[src/octp_pkg.sv]
// Constants for the offset-calibration trim page register bank.
// Assumes an 8-bit control port that carries a page number and a register offset.
package octp_pkg;
    localparam logic [7:0] OCTP_PAGE          = 8'hFD;
    localparam logic [7:0] OCTP_OFS_SPARE_A   = 8'h09;
    localparam logic [7:0] OCTP_OFS_DITHER_A  = 8'h0A;
    localparam logic [7:0] OCTP_OFS_CAL_CFG   = 8'h0B;
    localparam logic [7:0] OCTP_OFS_DITH_MID  = 8'h0C;
    localparam logic [7:0] OCTP_OFS_DITH_HIGH = 8'h0D;
    localparam logic [7:0] OCTP_OFS_SPEEDUP   = 8'h0E;
    localparam logic [7:0] OCTP_OFS_PROT      = 8'h0F;
    localparam int         OCTP_NUM_REGS      = 7;

    localparam logic [2:0] OCTP_IDX_DITHER_A  = 3'h1;
    localparam logic [2:0] OCTP_IDX_CAL_CFG   = 3'h2;
    localparam logic [2:0] OCTP_IDX_DITH_MID  = 3'h3;
    localparam logic [2:0] OCTP_IDX_DITH_HIGH = 3'h4;
    localparam logic [2:0] OCTP_IDX_SPEEDUP   = 3'h5;
    localparam logic [2:0] OCTP_IDX_PROT      = 3'h6;

    localparam int OCTP_BIT_DITHER         = 7;
    localparam int OCTP_BIT_FILTER_BYPASS  = 4;
    localparam int OCTP_BIT_FULL_SPAN      = 3;
    localparam int OCTP_BIT_AVERAGING      = 2;
    localparam int OCTP_BIT_FINE_DISABLE   = 1;
    localparam int OCTP_BIT_POST_AVG_DIS   = 0;
    localparam int OCTP_BIT_CLK_LOSS_SPEED = 4;
    localparam int OCTP_BIT_ANALOG_SPEED   = 0;
    localparam int OCTP_BIT_SHORT_DIS_N    = 4;
    localparam int OCTP_BIT_REPEAT_DIS     = 0;

    localparam logic [7:0] OCTP_RST_DEFAULT = 8'h00;
    localparam logic [7:0] OCTP_RST_PROT    = 8'h10;
    localparam logic [7:0] OCTP_READ_NONE   = 8'h00;

    localparam logic [6:0] OCTP_COARSE_SPLIT = 7'h40;
    localparam logic [6:0] OCTP_COARSE_ONLY  = 7'h60;
    localparam logic [5:0] OCTP_FINE_SPLIT   = 6'h20;
    localparam logic [5:0] OCTP_FINE_NONE    = 6'h00;

    typedef enum logic [1:0] {
        OCTP_BOND_RESERVED,
        OCTP_BOND_MID,
        OCTP_BOND_HIGH,
        OCTP_BOND_OTHER
    } octp_bond_e;
endpackage : octp_pkg

[src/octp_trim_page.sv]
// Offset-calibration trim and test register bank, offsets 0x09..0x0F of the test page.
// Assumes the control-port decoder and the analog engines run on clk_in.
// All outputs are registered; calibration outputs hold between run starts.
// Overview of operation
// - Offset 0x0B bit 4 set bypasses the front-end calibration filter.
// - Offset 0x0B bit 3 widens the filter window from last half to whole period.
// - Offset 0x0B bit 2 selects averaging instead of majority filtering.
// - Offset 0x0B bit 1 picks 96 coarse steps, else 64 coarse plus 32 fine.
// - Offset 0x0B bit 0 takes raw integrator output instead of post-averaged result.
// - Offset 0x0F bit 4 is inverted short-detect enable, resetting to disabled.
// - Offset 0x0F bit 0 blocks every offset cancellation after the first one.
// - Offset 0x0E bit 4 speeds up lost-clock detection; reset gives normal timing.
// - Offset 0x0E bit 0 speeds up analog power sequencing; reset gives normal timing.
// - Bit 7 of 0x0A and 0x0B apply dither only under the reserved bond option.
// - Bit 7 of 0x0C applies dither only under the mid bond option.
// - Bit 7 of 0x0D applies dither only under the high bond option.
// - Accesses hit these registers only while the test page is selected.
`timescale 1ns/10ps
module octp_trim_page
    import octp_pkg::*;
(
    // Clock and reset
    input  wire logic       clk_in,
    input  wire logic       rst_b_in,
    // Control port
    input  wire logic [7:0] page_sel_in,
    input  wire logic [7:0] reg_addr_in,
    input  wire logic       wr_en_in,
    input  wire logic [7:0] wr_data_in,
    input  wire logic       rd_en_in,
    output logic      [7:0] rd_data_out,
    output logic            rd_valid_out,
    // Bond option and engine handshakes
    input  wire logic [1:0] bond_option_in,
    input  wire logic       cal_start_in,
    input  wire logic       offset_cancel_req_in,
    output logic            offset_cancel_go_out,
    // Calibration configuration, held for the current run
    output logic            cal_filter_bypass_out,
    output logic            cal_filter_full_span_out,
    output logic            cal_filter_averaging_out,
    output logic      [6:0] cal_coarse_steps_out,
    output logic      [5:0] cal_fine_steps_out,
    output logic            cal_post_average_disable_out,
    // Dither and protection controls
    output logic      [1:0] dither_adjust_out,
    output logic            short_detect_enable_out,
    output logic            clock_loss_detect_speedup_out,
    output logic            analog_sequence_speedup_out
);

    typedef struct packed {
        // Register file, one byte per offset from 0x09
        logic [OCTP_NUM_REGS-1:0][7:0] regs;
        // Read answer
        logic [7:0]                    rd_data;
        logic                          rd_valid;
        // Cancel handshake
        logic                          cancel_go;
        logic                          first_cancel_done;
        // Run snapshot
        logic                          filter_bypass;
        logic                          full_span;
        logic                          averaging;
        logic [6:0]                    coarse_steps;
        logic [5:0]                    fine_steps;
        logic                          post_avg_dis;
        // Live controls
        logic [1:0]                    dither;
        logic                          short_en;
        logic                          clk_loss_speed;
        logic                          analog_speed;
    } octp_state_s;

    octp_state_s state_reg;
    octp_state_s state_next;
    logic        rst_sync1_reg;
    logic        rst_sync2_reg;

    // Page and offset both must match, other pages reuse these offsets
    function automatic logic octp_hit(input logic [7:0] page, input logic [7:0] addr);
        octp_hit = (page == OCTP_PAGE) &&
                   (addr >= OCTP_OFS_SPARE_A) &&
                   (addr <= OCTP_OFS_PROT);
    endfunction : octp_hit

    // Only meaningful after octp_hit, so the subtraction never wraps
    function automatic logic [2:0] octp_index(input logic [7:0] addr);
        logic [7:0] diff;
        diff = addr - OCTP_OFS_SPARE_A;
        octp_index = diff[2:0];
    endfunction : octp_index

    // Later cancellations are refused only once one has been granted since reset
    function automatic logic octp_cancel_ok(input logic done, input logic [7:0] prot);
        octp_cancel_ok = !(done && prot[OCTP_BIT_REPEAT_DIS]);
    endfunction : octp_cancel_ok

    // Split schedule runs coarse then fine, the other runs a longer coarse phase only
    function automatic logic [6:0] octp_coarse(input logic fine_off);
        octp_coarse = fine_off ? OCTP_COARSE_ONLY : OCTP_COARSE_SPLIT;
    endfunction : octp_coarse

    function automatic logic [5:0] octp_fine(input logic fine_off);
        octp_fine = fine_off ? OCTP_FINE_NONE : OCTP_FINE_SPLIT;
    endfunction : octp_fine

    // Dither bits are routed by bond option; an unknown option gets none,
    // so a stray strap value cannot inject dither meant for another grade
    function automatic logic [1:0] octp_dither(input octp_bond_e                    bond,
                                               input logic [OCTP_NUM_REGS-1:0][7:0] regs);
        case (bond)
            OCTP_BOND_RESERVED: begin
                octp_dither = {regs[OCTP_IDX_DITHER_A][OCTP_BIT_DITHER],
                               regs[OCTP_IDX_CAL_CFG][OCTP_BIT_DITHER]};
            end
            OCTP_BOND_MID: begin
                octp_dither = {1'b0, regs[OCTP_IDX_DITH_MID][OCTP_BIT_DITHER]};
            end
            OCTP_BOND_HIGH: begin
                octp_dither = {1'b0, regs[OCTP_IDX_DITH_HIGH][OCTP_BIT_DITHER]};
            end
            default: begin
                octp_dither = 2'h0;
            end
        endcase
    endfunction : octp_dither

    // Two flops keep the release of reset clear of the clock edge;
    // assertion stays asynchronous so outputs go safe without a clock
    always_ff @(posedge clk_in or negedge rst_b_in) begin
        if (!rst_b_in) begin
            rst_sync1_reg <= 1'b0;
            rst_sync2_reg <= 1'b0;
        end else begin
            rst_sync1_reg <= 1'b1;
            rst_sync2_reg <= rst_sync1_reg;
        end
    end

    always_comb begin
        octp_bond_e bond;
        logic [7:0] cfg;
        // Bond option is a static strap on this clock, so no synchroniser
        bond       = octp_bond_e'(bond_option_in);
        cfg        = state_reg.regs[OCTP_IDX_CAL_CFG];
        state_next = state_reg;

        // Writes land at the strobe edge; a read in the same cycle sees the old byte
        if (wr_en_in && octp_hit(page_sel_in, reg_addr_in)) begin
            state_next.regs[octp_index(reg_addr_in)] = wr_data_in;
        end

        // Unmapped reads still answer, with zero, so the host never waits
        state_next.rd_valid = rd_en_in;
        state_next.rd_data  = OCTP_READ_NONE;
        if (rd_en_in && octp_hit(page_sel_in, reg_addr_in)) begin
            state_next.rd_data = state_reg.regs[octp_index(reg_addr_in)];
        end

        // Snapshot only at run start so a rewrite mid-run cannot disturb the engine
        if (cal_start_in) begin
            state_next.filter_bypass = cfg[OCTP_BIT_FILTER_BYPASS];
            state_next.full_span     = cfg[OCTP_BIT_FULL_SPAN];
            state_next.averaging     = cfg[OCTP_BIT_AVERAGING];
            state_next.post_avg_dis  = cfg[OCTP_BIT_POST_AVG_DIS];
            state_next.coarse_steps  = octp_coarse(cfg[OCTP_BIT_FINE_DISABLE]);
            state_next.fine_steps    = octp_fine(cfg[OCTP_BIT_FINE_DISABLE]);
        end

        // Static controls follow the registers one cycle behind
        state_next.dither         = octp_dither(bond, state_reg.regs);
        state_next.short_en       = ~state_reg.regs[OCTP_IDX_PROT][OCTP_BIT_SHORT_DIS_N];
        state_next.clk_loss_speed = state_reg.regs[OCTP_IDX_SPEEDUP][OCTP_BIT_CLK_LOSS_SPEED];
        state_next.analog_speed   = state_reg.regs[OCTP_IDX_SPEEDUP][OCTP_BIT_ANALOG_SPEED];

        // Grant is a one-cycle pulse; the first grant arms the repeat block
        state_next.cancel_go = 1'b0;
        if (offset_cancel_req_in &&
            octp_cancel_ok(state_reg.first_cancel_done, state_reg.regs[OCTP_IDX_PROT])) begin
            state_next.cancel_go         = 1'b1;
            state_next.first_cancel_done = 1'b1;
        end
    end

    always_ff @(posedge clk_in or negedge rst_sync2_reg) begin
        if (!rst_sync2_reg) begin
            state_reg                          <= '0;
            state_reg.regs                     <= {OCTP_NUM_REGS{OCTP_RST_DEFAULT}};
            // Short detection starts off until the host enables it
            state_reg.regs[OCTP_IDX_PROT]      <= OCTP_RST_PROT;
            state_reg.coarse_steps             <= OCTP_COARSE_SPLIT;
            state_reg.fine_steps               <= OCTP_FINE_SPLIT;
        end else begin
            state_reg <= state_next;
        end
    end

    // Register port answers and cancel grant
    assign rd_data_out                   = state_reg.rd_data;
    assign rd_valid_out                  = state_reg.rd_valid;
    assign offset_cancel_go_out          = state_reg.cancel_go;

    // Calibration snapshot for the current run
    assign cal_filter_bypass_out         = state_reg.filter_bypass;
    assign cal_filter_full_span_out      = state_reg.full_span;
    assign cal_filter_averaging_out      = state_reg.averaging;
    assign cal_coarse_steps_out          = state_reg.coarse_steps;
    assign cal_fine_steps_out            = state_reg.fine_steps;
    assign cal_post_average_disable_out  = state_reg.post_avg_dis;

    // Live controls
    assign dither_adjust_out             = state_reg.dither;
    assign short_detect_enable_out       = state_reg.short_en;
    assign clock_loss_detect_speedup_out = state_reg.clk_loss_speed;
    assign analog_sequence_speedup_out   = state_reg.analog_speed;

endmodule : octp_trim_page

[config.mk]
export PLATFORM = sky130hd
export DESIGN_NAME = octp_trim_page
export DESIGN_NICKNAME = d
export VERILOG_FILES = /design/src/octp_pkg.sv /design/src/octp_trim_page.sv
export SDC_FILE = /design/constraint.sdc
export NUM_CORES = 1
export LEC_CHECK = 0
export BUFFER_PORTS_ARGS = -buffer_cell sky130_fd_sc_hd__buf_2
export CAP_MARGIN = 20
export CORE_MARGIN = 2
export CORE_UTILIZATION = 55
export CTS_BUF_LIST = sky130_fd_sc_hd__clkbuf_4 sky130_fd_sc_hd__clkbuf_8 sky130_fd_sc_hd__clkbuf_16
export DETAILED_ROUTE_END_ITERATION = 8
export PLACE_DENSITY = 0.79
export SLEW_MARGIN = 20
export SYNTH_ARGS = -nofsm -noshare
export SYNTH_HDL_FRONTEND = slang
export SYNTH_SLANG_ARGS = --single-unit
[constraint.sdc]
create_clock -name clk_in -period 2.7 [get_ports clk_in]
set_clock_uncertainty 0.05 [all_clocks]
set_input_delay 0.405 -clock clk_in [delete_from_list [all_inputs] [get_ports clk_in]]
set_output_delay 0.405 -clock clk_in [all_outputs]
set_load 0.01 [all_outputs]
==> metrics.md <==
| Metric | Value |
|---|---|
| Status | `finished, final reports clean` |
| Detailed-route via count | `2350` |
| GP Congestion | `0.783` |
| CP Capture Type | `register` |
| Max clock buf depth | `2` |
| Number of iterations in the first detailed-routing pass | `4` |
| Critical path launch point type | `input port` |
| Final setup TNS | `0 ns` |
| Worst-Skew Late Latency | `0.34 ns` |
| Core area | `6390 µm²` |
| Yosys reg bits | `80` |
| Dpl ws | `0.0307 ns` |
| Worst vdd ir | `432 µV` |
| Cell Int Power | `1.77 mW` |
| RSZ-0062 raised after global routing | `no` |
| DRC viols | `0` |
| Gate power share | `0.068` |
| Slew Viols, Final | `0` |
| # Max-Cap Violations | `0` |
| Fin util | `0.649` |
| Leading area contributor after synthesis | `dfrtp_1` |
| Syn avg cell area | `13.5 µm²` |
| Max Clock Freq | `423 MHz` |
| Power per Cell Area | `557 nW/µm²` |
| Most frequent cell after synthesis | `dfrtp_1` |
| Worst Max-Slew Pin Slew | `0.957 ns` |
| Layout area overhead | `13.4%` |
| # rows | `29` |
| H-tree depth | `3` |
| Clock network power share | `0.402` |
| Largest register FFs | `55` |
| Crit path max-delay family | `simple AND/OR/NAND/NOR gates` |
| Total gr overflow | `0` |
| Total die area | `7310 µm²` |
| CTS tree | `yes` |
| Top cell type's share of synthesized area | `0.534` |
| Ant. Diodes | `0` |
| Mapped Cells | `270` |
| Total Routing Usage GR | `0.210` |
| Final Critical Period | `2.36 ns` |
| Hold Fails Final Rpt | `0` |
| Drt total wl | `7.24 mm` |
| Hold Path Class | `in -> reg` |
| # port buffers | `52` |
| Via density | `5.83` |
| Worst-path fanout max | `20` |
| EDFF count, synth | `0` |
| Hold path start | `rd_en_in` |
| Area of the multi-input gates | `1460 µm²` |
| Global-route wire length before repair | `11.6 mm` |
| Die Height | `85.5 µm` |
| Syn Std Cell Area | `3650 µm²` |
| Reg-to-reg slack, setup | `1.28 ns` |
| Final setup vio count | `0` |
| CTS buffer count | `9` |
| Initial antenna violation count | `0` |
| Largest stage delay, worst path | `0.51 ns` |
| Rel. slew slack | `0.362` |
| Largest net degree at the start of global routing | `79` |
| Die W | `85.5 µm` |
| Count of cell types in the netlist | `34` |
| Buf/Inv on CP | `3` |
| Routed WL per cell | `18.0 µm` |
| Final Cycle Share | `0.875` |
| Worst hold slack | `0.136 ns` |
| DPL Wire Length | `4.81 mm` |
| Synth Flop Type | `dfrtp_1` |
| Required @ worst endpoint | `2.88 ns` |
| Top cells by area, synth | `dfrtp_1 (53%), mux2_2 (23%), buf_4 (4.7%)` |
| Filler Cell Count | `473` |
| Sequential share of power | `0.530` |
| Crit path max-delay cell type | `nand3_1` |
| Worst path cell trace | `buf_2 -> inv_1 -> ha_1 -> xnor2_1 -> buf_12 -> nor4_1 -> nand3_1 -> mux2_2` |
| P_sw | `540 µW` |
| Clock root buffer | `clkbuf_8` |
| Initial drt markers | `145` |
| FF/Latch Area | `2010 µm²` |
| Final setup margin | `0.339 ns` |
| Final nets | `355` |
| Yosys warning count | `0` |
| I/O Pins | `64` |
| Net Sw Frac | `0.234` |
| Reg clk slew, reported paths | `0.08 ns` |
| Crit path kind | `in -> reg` |
| Vias in the first global route | `2271` |
| FFs w/ async S/R, synth | `1.00` |
| Starting Density | `0.572` |
| Antenna viol nets, final | `0` |
| Crit path arrival time | `2.54 ns` |
| Sequential area share after synthesis | `0.549` |
| R2R Path Start | `state_reg[85]` |
| Leakage | `2.18 nW` |
| Share of post-route cells with drive strength above 1 | `0.491` |
| Worst setup path start | `reg_addr_in[0]` |
| Top post-synthesis cells by count | `dfrtp_1 (78), mux2_2 (74), buf_4 (23)` |
| Sinks on Clock Net | `80` |
## cell families (layout without fill, tap and decap cells)
family	after synthesis	after routing	share of synthesized area
flops	80	80	0.549
mux	78	78	0.242
simple gates	44	44	0.0798
buf+inv	37	83	0.0627
compound gates	25	25	0.0527
fa+ha+maj	2	2	0.00685
other cells	2	12	0.00206
xor+xnor	2	2	0.00480
## power groups by stage
| stage | clock [mW] | combinational [mW] | sequential, mW |
|---|---|---|---|
| floorplan | 0 | 0.0909 | 1.24 |
| global placement | 0 | 0.151 | 1.25 |
| detailed placement | 0 | 0.155 | 1.25 |
| CTS | 0.943 | 0.155 | 1.22 |
| global route | 0.991 | 0.170 | 1.23 |
| finish | 0.928 | 0.156 | 1.22 |
## per-stage QoR
| step | cell area (µm²) | std cells | total power, mW |
|---|---|---|---|
| floorplan | 3690 | 280 | 1.33 |
| global placement | 3920 | 386 | 1.40 |
| detailed placement | 3920 | 386 | 1.40 |
| CTS | 4140 | 403 | 2.32 |
| global route | 4140 | 403 | 2.39 |
| finish | 4140 | 403 | 2.31 |
## cell type report
class,count,area share
Clock buffer,12,0.0399
Clock inverter,4,0.0118
Inverter,6,0.00544
Multi-Input combinational cell,163,0.352
Sequential cell,80,0.485
Tap cell,77,0.0233
Timing Repair Buffer,61,0.0828
## worst paths after layout
check,depth (start not counted),end
setup / recovery,8,state_reg[76]
hold / removal,1,rd_valid_out
setup reg to reg,4,rd_data_out[4]
hold reg to reg,0,rst_sync2_reg
max in group asynchronous,0,state_reg[72]
min in group asynchronous,2,rst_sync2_reg
## layout by cell type (no fill, tap or decap), types with 6 or more instances in the layout
cell type,instances
a2111oi_0,7
a221oi_1,7
buf_2,52
buf_4,7
clkbuf_8,12
conb_1,12
dfrtp_1,77
inv_1,6
mux2_2,74
nand2_1,6
nor2_1,13
o22ai_1,7
## per-layer routing
layer | vias to the layer above | track usage | part of all wire
met2 | 98 | 0.313 | 0.48
li1 | 1060 | - | -
met5 | - | 0 | 0
met4 | 0 | 0.108 | 0.021
met1 | 1181 | 0.298 | 0.43
met3 | 11 | 0.0375 | 0.065
## repair_timing
action | 4_1_cts | 5_1_grt
buffers inserted | 0 | 0
resized for setup | 0 | 0
hold endpoints to repair | 2 | 0
hold buffers | 1 | 0
Note: power is estimated with default switching activity, not from simulation.
